**src/hdl/fdrp_pkg.sv**
```systemverilog
// shared constants and carrier types for the floppy data recovery / precomp block
// assumes one 10 MHz reference clock; all pins arrive asynchronously
package fdrp_pkg;
  localparam int unsigned REF_CLK_HZ = 10_000_000;
  localparam int unsigned SYNC_STAGES = 2;
  // window lengths in vco cycles
  localparam logic [4:0] WIN_LEN_SD = 5'h10;
  localparam logic [4:0] WIN_LEN_DD = 5'h08;
  localparam logic [3:0] WIN_LAST_SD = 4'hF;
  localparam logic [3:0] WIN_LAST_DD = 4'h7;
  // rclk is the msb of the window count
  localparam int unsigned RCLK_BIT_SD = 3;
  localparam int unsigned RCLK_BIT_DD = 2;
  // phase tap indices
  localparam logic [1:0] TAP_EARLY = 2'h0;
  localparam logic [1:0] TAP_NOM = 2'h1;
  localparam logic [1:0] TAP_LATE = 2'h2;
  localparam int unsigned TAP_END = 3;
  // reset levels of synchronised pins (pulled-up pins idle high)
  localparam logic PIN_PULLUP = 1'b1;
  localparam logic PIN_LOW = 1'b0;
  typedef enum logic [1:0] {FDRP_CENTRE, FDRP_EARLY, FDRP_LATE} fdrp_zone_t;
  // tri-state pump pins, enable high while driven
  typedef struct packed {
    logic raise_o;
    logic raise_oe;
    logic lower_o;
    logic lower_oe;
  } fdrp_pump_t;
endpackage

```
**src/hdl/fdrp_top.sv**
```systemverilog
// data recovery pump / read window clock and write precompensation selector
// assumes the vco arrives as a pin well below half the 10 MHz reference clock
`timescale 1ns/1ps
// Operation
// - write gate high disables recovery and floats both pumps
// - recovery enabled only when write gate and read enable input both low
// - pumps act only while raw read is low
// - falling edge early in window drives raise high, lower floats
// - falling edge late in window drives lower low, raise floats
// - edge in window centre leaves both pumps floating
// - read window clock is vco divided by 16 single, 8 double density
// - active pump holds while raw read stays low
// - double density: early/late sampled at write pulse edge pick a phase tap
// - write pulse leading edge sets the strobe and holds it
// - nominal uses phase tap 2, late uses phase tap 3
// - leading edge of phase tap 4 clears the strobe
// - inner track low or single density bypasses precompensation
// - density, inner track and raw read default to one when open
module fdrp_top (
  input wire logic ref_clk,
  input wire logic arst_n,
  input wire logic vco,
  input wire logic raw_read_pulse,
  input wire logic write_gate,
  input wire logic read_enable_fault_mux,
  input wire logic density_select_n,
  input wire logic inner_track_flag,
  input wire logic write_pulse_in,
  input wire logic early,
  input wire logic late,
  input wire logic [3:0] phase_tap,
  output fdrp_pkg::fdrp_pump_t pump,
  output logic read_window_clk,
  output logic precomp_strobe,
  output logic write_pulse_out
);
  logic vco_s, rr_s, wg_s, refm_s, dens_s, itf_s, wp_s, early_s, late_s;
  logic [3:0] tap_s;
  logic vco_prev_q, rr_prev_q, wp_prev_q, ph4_prev_q;
  logic [3:0] cnt_q;
  fdrp_pkg::fdrp_zone_t zone_q, zone_now, zone_calc;
  logic [1:0] sel_q;
  logic [5:0] pos3;
  logic vco_rise, rr_fall, wp_rise, ph4_rise, rec_en, bypass;
  logic [3:0] win_last;
  logic [5:0] win_len;

  // pulled-up pins reset high so an open pin reads as one
  fdrp_sync #(.W(3), .RST({3{fdrp_pkg::PIN_PULLUP}})) u_sync_pu (
    .ref_clk(ref_clk),
    .arst_n(arst_n),
    .d({density_select_n, inner_track_flag, raw_read_pulse}),
    .q({dens_s, itf_s, rr_s})
  );

  // remaining pins; write gate resets high so recovery starts disabled
  fdrp_sync #(.W(10), .RST({1'b1, 9'h000})) u_sync_in (
    .ref_clk(ref_clk),
    .arst_n(arst_n),
    .d({write_gate, read_enable_fault_mux, vco, write_pulse_in, early, late,
        phase_tap}),
    .q({wg_s, refm_s, vco_s, wp_s, early_s, late_s, tap_s})
  );

  // edge detection on the synchronised pins
  always_ff @(posedge ref_clk or negedge arst_n) begin
    if (!arst_n) begin
      vco_prev_q <= fdrp_pkg::PIN_LOW;
      rr_prev_q <= fdrp_pkg::PIN_PULLUP;
      wp_prev_q <= fdrp_pkg::PIN_LOW;
      ph4_prev_q <= fdrp_pkg::PIN_LOW;
    end else begin
      vco_prev_q <= vco_s;
      rr_prev_q <= rr_s;
      wp_prev_q <= wp_s;
      ph4_prev_q <= tap_s[fdrp_pkg::TAP_END];
    end
  end

  assign vco_rise = vco_s & ~vco_prev_q;
  assign rr_fall = rr_prev_q & ~rr_s;
  assign wp_rise = wp_s & ~wp_prev_q;
  assign ph4_rise = tap_s[fdrp_pkg::TAP_END] & ~ph4_prev_q;
  assign rec_en = ~wg_s & ~refm_s;
  assign bypass = ~itf_s | dens_s;
  assign win_last = dens_s ? fdrp_pkg::WIN_LAST_SD : fdrp_pkg::WIN_LAST_DD;
  assign win_len = {1'b0, dens_s ? fdrp_pkg::WIN_LEN_SD : fdrp_pkg::WIN_LEN_DD};

  // window counter on vco edges; a change to double density mid-window just wraps early
  always_ff @(posedge ref_clk or negedge arst_n) begin
    if (!arst_n) begin
      cnt_q <= 4'h0;
    end else if (vco_rise) begin
      cnt_q <= (cnt_q >= win_last) ? 4'h0 : cnt_q + 4'h1;
    end
  end

  // read window clock from the count msb
  always_ff @(posedge ref_clk or negedge arst_n) begin
    if (!arst_n) begin
      read_window_clk <= 1'b0;
    end else begin
      read_window_clk <= dens_s ? cnt_q[fdrp_pkg::RCLK_BIT_SD]
                                : cnt_q[fdrp_pkg::RCLK_BIT_DD];
    end
  end

  // zone by thirds: 3*pos against len and 2*len avoids a divider
  always_comb begin
    pos3 = {2'h0, cnt_q} + {1'b0, cnt_q, 1'b0};
    if (pos3 < win_len) begin
      zone_calc = fdrp_pkg::FDRP_EARLY;
    end else if (pos3 >= {win_len[4:0], 1'b0}) begin
      zone_calc = fdrp_pkg::FDRP_LATE;
    end else begin
      zone_calc = fdrp_pkg::FDRP_CENTRE;
    end
  end

  assign zone_now = rr_fall ? zone_calc : zone_q;

  // zone is held for the whole low pulse
  always_ff @(posedge ref_clk or negedge arst_n) begin
    if (!arst_n) begin
      zone_q <= fdrp_pkg::FDRP_CENTRE;
    end else begin
      zone_q <= zone_now;
    end
  end

  // pump pins: raise only drives high, lower only drives low
  always_ff @(posedge ref_clk or negedge arst_n) begin
    if (!arst_n) begin
      pump <= '0;
    end else begin
      pump.raise_o <= 1'b1;
      pump.lower_o <= 1'b0;
      pump.raise_oe <= rec_en & ~rr_s & (zone_now == fdrp_pkg::FDRP_EARLY);
      pump.lower_oe <= rec_en & ~rr_s & (zone_now == fdrp_pkg::FDRP_LATE);
    end
  end

  // tap choice sampled at write pulse edge; both asserted falls back to nominal
  always_ff @(posedge ref_clk or negedge arst_n) begin
    if (!arst_n) begin
      sel_q <= fdrp_pkg::TAP_NOM;
    end else if (wp_rise & ~bypass) begin
      if (early_s & ~late_s) begin
        sel_q <= fdrp_pkg::TAP_EARLY;
      end else if (late_s & ~early_s) begin
        sel_q <= fdrp_pkg::TAP_LATE;
      end else begin
        sel_q <= fdrp_pkg::TAP_NOM;
      end
    end
  end

  // strobe: set beats a simultaneous phase 4 clear
  always_ff @(posedge ref_clk or negedge arst_n) begin
    if (!arst_n) begin
      precomp_strobe <= 1'b0;
    end else if (wp_rise & ~bypass) begin
      precomp_strobe <= 1'b1;
    end else if (ph4_rise) begin
      precomp_strobe <= 1'b0;
    end
  end

  // write data out: bypass copies the input, else the selected tap
  always_ff @(posedge ref_clk or negedge arst_n) begin
    if (!arst_n) begin
      write_pulse_out <= 1'b0;
    end else begin
      write_pulse_out <= bypass ? wp_s : tap_s[sel_q];
    end
  end

  // each check looks one edge after its cause, matching the registered pins
  wg_disable_a: assert property (@(posedge ref_clk) disable iff (!arst_n)
    wg_s |=> !pump.raise_oe && !pump.lower_oe) else $error("pump driven during write");
  refm_disable_a: assert property (@(posedge ref_clk) disable iff (!arst_n)
    refm_s |=> !pump.raise_oe && !pump.lower_oe) else $error("pump driven, read off");
  rr_high_a: assert property (@(posedge ref_clk) disable iff (!arst_n)
    rr_s |=> !pump.raise_oe && !pump.lower_oe) else $error("pump driven, raw high");
  early_raise_a: assert property (@(posedge ref_clk) disable iff (!arst_n)
    rr_fall && rec_en && zone_calc == fdrp_pkg::FDRP_EARLY
    |=> pump.raise_oe && pump.raise_o && !pump.lower_oe) else $error("early edge no raise");
  late_lower_a: assert property (@(posedge ref_clk) disable iff (!arst_n)
    rr_fall && rec_en && zone_calc == fdrp_pkg::FDRP_LATE
    |=> pump.lower_oe && !pump.lower_o && !pump.raise_oe) else $error("late edge no lower");
  centre_quiet_a: assert property (@(posedge ref_clk) disable iff (!arst_n)
    rr_fall && zone_calc == fdrp_pkg::FDRP_CENTRE ##1 !rr_s && !rr_fall
    |-> !pump.raise_oe && !pump.lower_oe) else $error("centre edge pumped");
  window_wrap_a: assert property (@(posedge ref_clk) disable iff (!arst_n)
    vco_rise && cnt_q == win_last && $stable(dens_s) |=> cnt_q == 4'h0)
    else $error("window count did not wrap");
  pump_hold_a: assert property (@(posedge ref_clk) disable iff (!arst_n)
    pump.raise_oe && rec_en && !rr_s && !rr_fall |=> pump.raise_oe)
    else $error("raise dropped while raw low");
  strobe_set_a: assert property (@(posedge ref_clk) disable iff (!arst_n)
    wp_rise && !bypass |=> precomp_strobe [*1] ##1 (precomp_strobe || $past(ph4_rise)))
    else $error("strobe not set");
  tap_early_a: assert property (@(posedge ref_clk) disable iff (!arst_n)
    wp_rise && !bypass && early_s && !late_s |=> sel_q == fdrp_pkg::TAP_EARLY)
    else $error("early tap not chosen");
  tap_late_a: assert property (@(posedge ref_clk) disable iff (!arst_n)
    wp_rise && !bypass && late_s && !early_s |=> sel_q == fdrp_pkg::TAP_LATE)
    else $error("late tap not chosen");
  strobe_clr_a: assert property (@(posedge ref_clk) disable iff (!arst_n)
    ph4_rise && !(wp_rise && !bypass) |=> !precomp_strobe) else $error("strobe not cleared");
  bypass_copy_a: assert property (@(posedge ref_clk) disable iff (!arst_n)
    bypass |=> write_pulse_out == $past(wp_s)) else $error("bypass not copying");
  tap_nom_a: assert property (@(posedge ref_clk) disable iff (!arst_n)
    wp_rise && !bypass && early_s == late_s |=> sel_q == fdrp_pkg::TAP_NOM)
    else $error("nominal tap not chosen");
  tap_out_a: assert property (@(posedge ref_clk) disable iff (!arst_n)
    !bypass |=> write_pulse_out == $past(tap_s[sel_q]))
    else $error("write out not on selected tap");
  rclk_single_a: assert property (@(posedge ref_clk) disable iff (!arst_n)
    dens_s |=> read_window_clk == $past(cnt_q[fdrp_pkg::RCLK_BIT_SD]))
    else $error("single density window clock wrong");
  rclk_double_a: assert property (@(posedge ref_clk) disable iff (!arst_n)
    !dens_s |=> read_window_clk == $past(cnt_q[fdrp_pkg::RCLK_BIT_DD]))
    else $error("double density window clock wrong");
endmodule

```
**src/hdl/fdrp_sync.sv**
```systemverilog
// two flip-flop synchroniser for a group of asynchronous pins
// assumes the reset value is a constant chosen by the instantiating module
`timescale 1ns/1ps
module fdrp_sync #(
  parameter int unsigned W = 1,
  parameter logic [W-1:0] RST = '0
) (
  input wire logic ref_clk,
  input wire logic arst_n,
  input wire logic [W-1:0] d,
  output logic [W-1:0] q
);
  logic [W-1:0] meta_q;

  // first stage is read only by the second stage
  always_ff @(posedge ref_clk or negedge arst_n) begin
    if (!arst_n) begin
      meta_q <= RST;
      q <= RST;
    end else begin
      meta_q <= d;
      q <= meta_q;
    end
  end
endmodule

```
**config.mk**
```make
export PLATFORM = sky130hd
export DESIGN_NAME = fdrp_top
export DESIGN_NICKNAME = d
export VERILOG_FILES = /design/src/hdl/fdrp_pkg.sv /design/src/hdl/fdrp_top.sv /design/src/hdl/fdrp_sync.sv
export SDC_FILE = /design/constraint.sdc
export NUM_CORES = 1
export LEC_CHECK = 0
export ABC_AREA = 1
export ABC_CLOCK_PERIOD_IN_PS = 2200
export BUFFER_PORTS_ARGS = -buffer_cell sky130_fd_sc_hd__buf_4
export CAP_MARGIN = 20
export CORE_MARGIN = 8
export CORE_UTILIZATION = 50
export DETAILED_ROUTE_END_ITERATION = 10
export PLACE_DENSITY = 0.73
export SLEW_MARGIN = 20
export SYNTH_ARGS = -nofsm -noshare
export SYNTH_HDL_FRONTEND = slang
export SYNTH_SLANG_ARGS = --single-unit
```
**constraint.sdc**
```tcl
create_clock -name ref_clk -period 2.2 [get_ports ref_clk]
set_clock_uncertainty 0.2 [all_clocks]
set_input_delay 0.33 -clock ref_clk [delete_from_list [all_inputs] [get_ports ref_clk]]
set_output_delay 0.33 -clock ref_clk [all_outputs]
set_load 0.05 [all_outputs]
```
# Yosys cells after proc, flatten, opt, wreduce, memory -nomap -nowiden
# Index checks and enable logic that the tools add are counted.
# classes
addsub	2
n_mul	0
div	0
magnitude_cmp	4
eq_ne	2
shift	0
n_mux	14
bitwise_logic	22
n_reduce_logical	1
# op_table
op	n
$and 1x1->1	11
$mux 2	5
$not 1->1	10
$mux 4	2
$add 4x5->6	1
$ge 6x6->1	1
$lt 6x5->1	1
$mux 1	5
$mux 5	1
$add 4x1->4 const B	1
$ge 4x4->1	1
$lt 2x3->1 const B	1
$bmux 1 s2	1
$eq 2x1->1 const B	1
$eq 2x2->1 const B	1
$reduce_bool 2->1	1
$or 1x1->1	1
# word_totals
register_bits	44
latchBits	0
mem_bits_rw	0
mem_bits_ro	0
input_bits	15
out_inout_bits	7
word_cells	62
n_memories	0

# Depth between registers and ports, before layout
# Gate-level depths: netlist (run 1).
# depth
ltp_word	7
ltp_mapped	14

# Modules after synthesis
# A second synthesis (run 1) with hierarchy kept.
# unflattened
cells_unflattened	140
area_unflattened_um2	1712.9
# by_module_without_submodules
mod	n_inst	cells_per_inst	area_each_um2	seq_area_each_um2
fdrp_top	1	114	1052.3	452.9
fdrp_sync (u_sync_in)	1	20	503.0	503.0
fdrp_sync (u_sync_pu)	1	6	157.7	157.7

# Worst setup path before layout (run 1)
# Ideal clock, no wire load.
# synth_path
kind	reg2reg
startpoint	register cnt_q[2]
endpoint	register pump[2] (netlist bit)
setup_ns	0.114
arrival_ns	1.802
required_time_ns	1.886
slack_ns	0.083
path_stages_with_launch	13
n_path_buf	0
period_less_slack_ns	2.117
path_cell_list	dfrtp_1 inv_1 ha_1 o21ai_1 xor2_1 inv_1 ha_1 inv_1 nand4_1 nand2_1 nand3_2 nand2_2 nor2_1
# synth_between
elab_chain_len	7
elab_cells_between_ends	8
cone_classes	add/sub: 1; order compare: 2; eq/ne: 1; mux: 3; bitwise: 1
# synth_lines
item	line	text
start, declared	fdrp_top.sv:40	logic [3:0] cnt_q;
start signal, assigned	fdrp_top.sv:94	cnt_q <= (cnt_q >= win_last) ? 4'h0 : cnt_q + 4'h1;
$add 4x5->6 (*)	fdrp_top.sv:110	pos3 = {2'h0, cnt_q} + {1'b0, cnt_q, 1'b0};
$ge 6x6->1	fdrp_top.sv:113	end else if (pos3 >= {win_len[4:0], 1'b0}) begin
$mux 2	fdrp_top.sv:113	
$mux 2 (*)	fdrp_top.sv:111	if (pos3 < win_len) begin
$mux 2 (*)	fdrp_top.sv:120	assign zone_now = rr_fall ? zone_calc : zone_q;
net zone_now[1]	fdrp_top.sv:41	fdrp_pkg::fdrp_zone_t zone_q, zone_now, zone_calc;
$eq 2x1->1 (*)	fdrp_top.sv:138	pump.raise_oe <= rec_en & ~rr_s & (zone_now == fdrp_pkg::FDRP_EARLY);
$and 1x1->1 (*)	fdrp_top.sv:138	
end, declared	fdrp_top.sv:32	output fdrp_pkg::fdrp_pump_t pump,
# Mark *: on every way through the listed nets, which the timed path passes. The rest lies on a longest branch.
# A chain may end at the register's enable or synchronous reset.

# Worst setup path in the final report (run 1)
# Ends and elaborated chain as after synthesis.

==> results of run 1 <==
per-stage QoR:
stage	utilization, %	setup slack, ps	std cells	area, sq um	power, mW
final	65.3	-42.8	232	2180	2.18
after global routing	65.3	-205	232	2180	2.36
after CTS	65.3	-29.1	232	2180	2.20
after global placement	58.2	24.0	206	1940	1.67
after detailed placement	58.2	-55.3	206	1940	1.71
after floorplan	-	83.5	139	1730	1.52
registers in the layout (all words and copies together), names as in the netlist:
register,cells
read_window_clk,1
pump,3
u_sync_pu.meta_q,3
sel_q,2
u_sync_in.meta_q,10
u_sync_pu.q,3
cnt_q,4
write_pulse_out,1
zone_q,2
ph4_prev_q,1
precomp_strobe,1
wp_prev_q,1
vco_prev_q,1
u_sync_in.q,10
rr_prev_q,1
routing by layer:
metal	up-vias	wire length (um)	GRT usage [%]
li1	524	-	-
met1	507	1020	11.0
met2	24	1370	19.9
met3	6	185	4.93
met4	0	51	5.22
met5	-	0	0
cell families after synthesis:
| logic type | Yosys count |
|---|---|
| AND/OR/NAND/NOR | 41 |
| flip-flops | 44 |
| other | 2 |
| adder cells (fa/ha/maj) | 11 |
| multiplexers | 1 |
| XOR/XNOR | 2 |
| buffers and inverters | 23 |
| AO/OA/AOI/OAI | 15 |
cells in the mapped netlist:
cell type	n	area, sq um
dfrtp_1	34	851
inv_1	18	67.6
nand2_1	12	45.0
dfstp_2	10	263
ha_1	10	125
nor2_1	9	33.8
nand2_2	6	37.5
o21ai_0	6	30.0
inv_2	4	15.0
nand3_1	4	20.0
nor2_4	3	33.8
a21oi_1	2	10.0
conb_1	2	7.51
nand3_2	2	20.0
o21ai_1	2	10.0
xor2_1	2	17.5
a21oi_2	1	8.76
a31oi_1	1	6.26
buf_4	1	7.51
fa_1	1	20.0
mux2_4	1	15.0
nand2_4	1	11.3
nand3b_4	1	20.0
nand4_1	1	6.26
nor2_2	1	6.26
nor3_4	1	16.3
o211ai_1	1	7.51
o21a_1	1	7.51
o21bai_1	1	7.51
cell type report:
class	instances	area share, %
timing repair buffer	40	15.4
clock inverter	2	0.574
multi-input combinational	72	24.6
tap	46	2.64
sequential	44	51.1
clock buffer	6	1.90
inverter	22	3.79
critical path, delay by kind of cell, from the launching register on:
| family | cells | cell delay (ps) |
|---|---|---|
| AO/OA/AOI/OAI | 2 | 230 |
| XOR/XNOR | 1 | 190 |
| adder cells (fa/ha/maj) | 2 | 580 |
| buffers and inverters | 2 | 150 |
| flip-flops | 1 | 410 |
| AND/OR/NAND/NOR | 5 | 390 |
power groups by stage:
stage,registers [mW],logic [mW],clock network (mW)
after detailed placement,0.989,0.723,0
after global placement,0.985,0.690,0
final,0.969,0.848,0.362
after global routing,0.982,0.960,0.421
after floorplan,1.03,0.486,0
after CTS,0.970,0.846,0.384
worst min-delay path by stage:
stage / start / to / cells after the start
floorplan: arst_n / cnt_q[0] / 0
detailed placement: u_sync_in.meta_q[2] / u_sync_in.q[2] / 0
CTS: u_sync_pu.meta_q[1] / u_sync_pu.q[1] / 0
global route: u_sync_pu.meta_q[1] / u_sync_pu.q[1] / 0
finish: u_sync_pu.meta_q[1] / u_sync_pu.q[1] / 0
global placement: arst_n / u_sync_in.meta_q[7] / 1
repair_timing:
item,in CTS,in global routing
resized for setup,4,0
pin swaps,5,0
hold buffers,14,0
hold endpoints to repair,47,0
setup buffers,4,0
endpoints found under the setup margin,3,3
==> results.py, run 1 <==
metrics = {
    "outcome": {
        "violations": "setup timing",
        "status": "finished with violations",
    },
    "floorplanning": {
        "io_pins": 22,
        "die_h_um": 74.8,
        "num_rows": 21,
        "core_area_sq_um": 3340,
        "die_w_um": 74.8,
        "start_util_pct": 51.7,
        "die-area_sq_um": 5590,
    },
    "clock_network": {
        "cts_tree": "yes",
        "clock_path_buffers": 2,
        "insertion_delay_ps": 340,
        "clk_pin_slew_worst_paths_ps": 120,
        "root_buffer": "clkbuf_4",
        "numClockSinks": 44,
        "numCtsBuffers": 5,
        "htreeDepth": 2,
    },
    "detailed_routing": {
        "ant_nets": 0,
        "first_pass_iters": 4,
        "remaining_drc_errors": 0,
        "routed_wl_mm": 2.62,
        "drt_iter0_markers": 66,
        "vias": 1061,
        "wl_per_cell_um": 11.3,
        "via_per_inst": 4.57,
    },
    "synth": {
        "ys_ff_latch": 44,
        "syn_area_sq_um": 1730,
        "syn-instance-count": 139,
        "synth.area.mux_share_pct": 0.870,
        "yosys_warnings": 0,
        "synth_fa_ha_area_share_pct": 8.41,
        "synth_compound_area_share_pct": 5.07,
        "ys_seq_area_share_pct": 64.5,
        "synth_nets": 165,
        "avgSynthCellArea_sq_um": 12.4,
        "synth-xor-area-share_pct": 1.01,
        "synth_top_family_by_area": "simple AND/OR/NAND/NOR gates",
        "synthSimpleGateAreaFrac_pct": 14.5,
        "ys_types": 29,
    },
    "cells_and_area": {
        "diodes": 0,
        "num-fill-cells": 267,
        "final_common_cell": "dfrtp_1",
        "multi_input_area_sq_um": 536,
        "final_cell_mix": "dfrtp_1, buf_4, inv_1, dlygate4sd3_1, nand2_1",
        "drive_above_1_share_pct": 36.6,
        "area_growth_pct": 26.2,
        "regArea_sq_um": 1110,
        "nets": 211,
    },
    "timing": {
        "period_minus_slack_ps": 2240,
        "max_slew_margin_pct": 65.9,
        "rsz0062_at_grt": "yes",
        "setup_violations": 2,
        "timing.final.ws_setup_ps": -42.8,
        "hold_viol": 0,
        "slew_violations": 0,
        "fmax_mhz": 446,
        "hold-worst-slack_ps": 145,
        "post-route-period-util_pct": 102,
        "tightest_slew_ps": 511,
        "finalSetupTns_ps": -63.2,
    },
    "pwr": {
        "switchingPower_mw": 0.770,
        "p_comb_share_pct": 38.9,
        "leakage_nw": 1.08,
        "seqPwrFrac_pct": 44.5,
        "p_int_mw": 1.41,
        "p_per_area_nw_per_um2": 1000,
        "swShare_pct": 35.3,
        "ir_drop_mv": 0.629,
        "clock_power_share_pct": 16.6,
    },
    "setup_path": {
        "startpoint": "cnt_q[2]",
        "cp-start-kind": "register",
        "r2r_cells": 12,
        "critPathSlowestCell": "dfrtp_1",
        "rrSetupSlack_ps": -40,
        "r2r_start": "cnt_q[2]",
        "path_cells": "ha_1, a21oi_2, o21ai_2, xor2_1, inv_1, ha_1, inv_1, nand4_1, nand2_1, nand3_2, nand2_2, nor2_1",
        "r2r-end": "pump[2]",
        "worstSetupPathType": "register to register",
        "cp-endpoint": "pump[2]",
        "cp.arrival_ps": 2290,
        "required_ps": 2250,
        "critPathMaxFanout": 3,
        "max_stage_delay_ps": 410,
        "worst_setup_path_end_kind": "register",
    },
    "placement": {
        "portBuffers": 20,
        "place.gp.congestion": 0.792,
        "dpl.hpwl_mm": 1.79,
    },
    "global_routing": {
        "grt_max_degree": 45,
        "grt_pass1_wl_mm": 4.73,
        "antenna_found_initial": 0,
        "grt-ovfl-total": 0,
        "grt_pass1_vias": 1158,
        "track_usage_pct": 11.3,
    },
    "run": {
        "drv_cap": 0,
    },
    "worst_hold_path": {
        "min_path_type": "register to register",
    },
}
No activity file was read; power rests on OpenSTA's default activity.
==> inputs of run 2 (changes only) <==
- ABC_CLOCK_PERIOD_IN_PS: 2200 -> 2400
- CORE_UTILIZATION: 50 -> 45
- CTS_CLUSTER_DIAMETER: not set -> 30
- PLACE_DENSITY: 0.73 -> not set
- clock period: 2.2 -> 2.4 ns (I/O delays scaled with it)
==> run 2 against run 1 <==
Compared with the run above:
- critical path type unchanged
- core utilization is 5.8 points lower
- fmax about the same
- register-to-register slack better by 200 ps
- the run now ends clean
- hold slack gained 2.5 ps
==> results.py, run 2 (synthesis gave the netlist of run 1 again) <==
metrics = {
    "timing": {
        "tightest_slew_ps": 524,
        "period_minus_slack_ps": 2240,
        "fmax_mhz": 446,
        "rsz0062_at_grt": "yes",
        "finalSetupTns_ps": 0,
        "hold_viol": 0,
        "slew_violations": 0,
        "max_slew_margin_pct": 65.1,
        "setup_violations": 0,
        "post-route-period-util_pct": 93.5,
    },
    "worst_hold_path": {
        "min_path_type": "register to register",
    },
    "detailed_routing": {
        "remaining_drc_errors": 0,
        "vias": 1019,
        "routed_wl_mm": 2.60,
        "via_per_inst": 4.43,
        "drt_iter0_markers": 14,
        "ant_nets": 0,
        "first_pass_iters": 4,
        "wl_per_cell_um": 11.3,
    },
    "clock_network": {
        "htreeDepth": 2,
        "root_buffer": "clkbuf_8",
        "numClockSinks": 44,
        "clk_pin_slew_worst_paths_ps": 80,
        "cts_tree": "yes",
        "numCtsBuffers": 5,
        "insertion_delay_ps": 280,
        "clock_path_buffers": 2,
    },
    "setup_path": {
        "required_ps": 2420,
        "worst_setup_path_end_kind": "register",
        "cp.arrival_ps": 2270,
        "path_cells": "ha_2, inv_2, fa_1, inv_2, nand2_2, nand2_4, ha_1, inv_1, nor2_1, nand4_1, nand2_1, nand3_2, nand2_2, nor2_2",
        "worstSetupPathType": "register to register",
        "max_stage_delay_ps": 410,
        "critPathSlowestCell": "dfrtp_1",
        "critPathMaxFanout": 4,
        "cp-start-kind": "register",
    },
    "outcome": {
        "status": "completed",
    },
    "run": {
        "drv_cap": 0,
    },
    "pwr": {
        "ir_drop_mv": 0.511,
        "swShare_pct": 34.4,
        "switchingPower_mw": 0.708,
        "p_comb_share_pct": 35.1,
        "clock_power_share_pct": 21.0,
        "p_per_area_nw_per_um2": 937,
        "seqPwrFrac_pct": 43.9,
        "p_int_mw": 1.35,
        "leakage_nw": 1.07,
    },
    "placement": {
        "place.gp.congestion": 0.760,
        "portBuffers": 20,
        "dpl.hpwl_mm": 1.83,
    },
    "cells_and_area": {
        "area_growth_pct": 27.1,
        "reg_top3": "u_sync_in.meta_q: 10 flops, u_sync_in.q: 10 flops, cnt_q: 4 flops",
        "diodes": 0,
        "final_common_cell": "dfrtp_1",
        "final_util_pct": 59.5,
        "nets": 207,
        "drive_above_1_share_pct": 36.3,
        "final_cell_mix": "dfrtp_1, buf_4, inv_1, dlygate4sd3_1, nand2_1",
    },
    "floorplanning": {
        "die_w_um": 77.9,
        "io_pins": 22,
        "core_area_sq_um": 3690,
        "start_util_pct": 46.8,
        "die_h_um": 77.9,
        "die-area_sq_um": 6080,
        "num_rows": 22,
    },
    "global_routing": {
        "antenna_found_initial": 0,
        "grt_max_degree": 45,
        "grt_pass1_vias": 1088,
        "grt_pass1_wl_mm": 4.59,
        "grt-ovfl-total": 0,
        "track_usage_pct": 9.31,
    },
}
run 2: repair_timing:
item / 4_1_cts / 5_1_grt
setup buffers: 0 / 2
endpoints found under the hold margin: 47 / 0
gates resized for setup: 0 / 6
hold buffers: 14 / 0
endpoints found under the setup margin: 0 / 3
run 2: final cells by class:
cell class / count / area, sq um
Fill cell: 306 / 1490
Clock buffer: 6 / 72.6
Timing Repair Buffer: 36 / 305
Clock inverter: 2 / 12.5
Tap cell: 48 / 60.1
Inverter: 22 / 82.6
Multi-Input combinational cell: 72 / 548
Sequential cell: 44 / 1110
run 2: critical path: cells and delay by family, from the launching register on:
kind	cells	cell delay [ps]
and+or+nand+nor	8	530
DFF	1	410
buffers and inverters	3	200
adders and majority gates	3	850
run 2: per-stage QoR:
| stage | setup WS (ps) | power [mW] | cell area [sq um] | hold slack (ps) | cells |
|---|---|---|---|---|---|
| 6_report | 157 | 2.06 | 2190 | 148 | 230 |
| 5_1_grt | -29.8 | 2.21 | 2190 | 160 | 230 |
| 4_1_cts | 116 | 2.01 | 2150 | 149 | 228 |
| 3_5_place_dp | 130 | 1.55 | 1930 | 136 | 206 |
| 3_3_place_gp | 203 | 1.52 | 1930 | 132 | 206 |
| 2_1_floorplan | 283 | 1.39 | 1730 | -136 | 139 |
run 2: path summary, 6_finish.rpt:
check                           depth (start not counted)                start  slack [ps]                   to
worst min-delay path                                    0  u_sync_pu.meta_q[2]         150       u_sync_pu.q[2]
worst max register to register                         14             cnt_q[0]         160              pump[2]
worst min register to register                          0  u_sync_pu.meta_q[2]         150       u_sync_pu.q[2]
min in group asynchronous                               2               arst_n         380      read_window_clk
max in group asynchronous                               2               arst_n        1230  u_sync_pu.meta_q[2]
worst max-delay path                                   14             cnt_q[0]         160              pump[2]
run 2: power by group through the flow:
stage | combinational [mW] | clock (mW) | sequential [mW]
CTS | 0.658 | 0.454 | 0.900
detailed placement | 0.638 | 0 | 0.914
global route | 0.818 | 0.479 | 0.914
finish | 0.722 | 0.433 | 0.902
global placement | 0.617 | 0 | 0.906
floorplan | 0.446 | 0 | 0.948
run 2: metal layers:
| layer | global-route usage, % | wire [um] | up-vias |
|---|---|---|---|
| li1 | - | - | 510 |
| met1 | 9.92 | 1090 | 486 |
| met2 | 16.3 | 1330 | 23 |
| met3 | 4.72 | 174 | 0 |
| met4 | 1.67 | 0 | 0 |
| met5 | 0 | 0 | - |
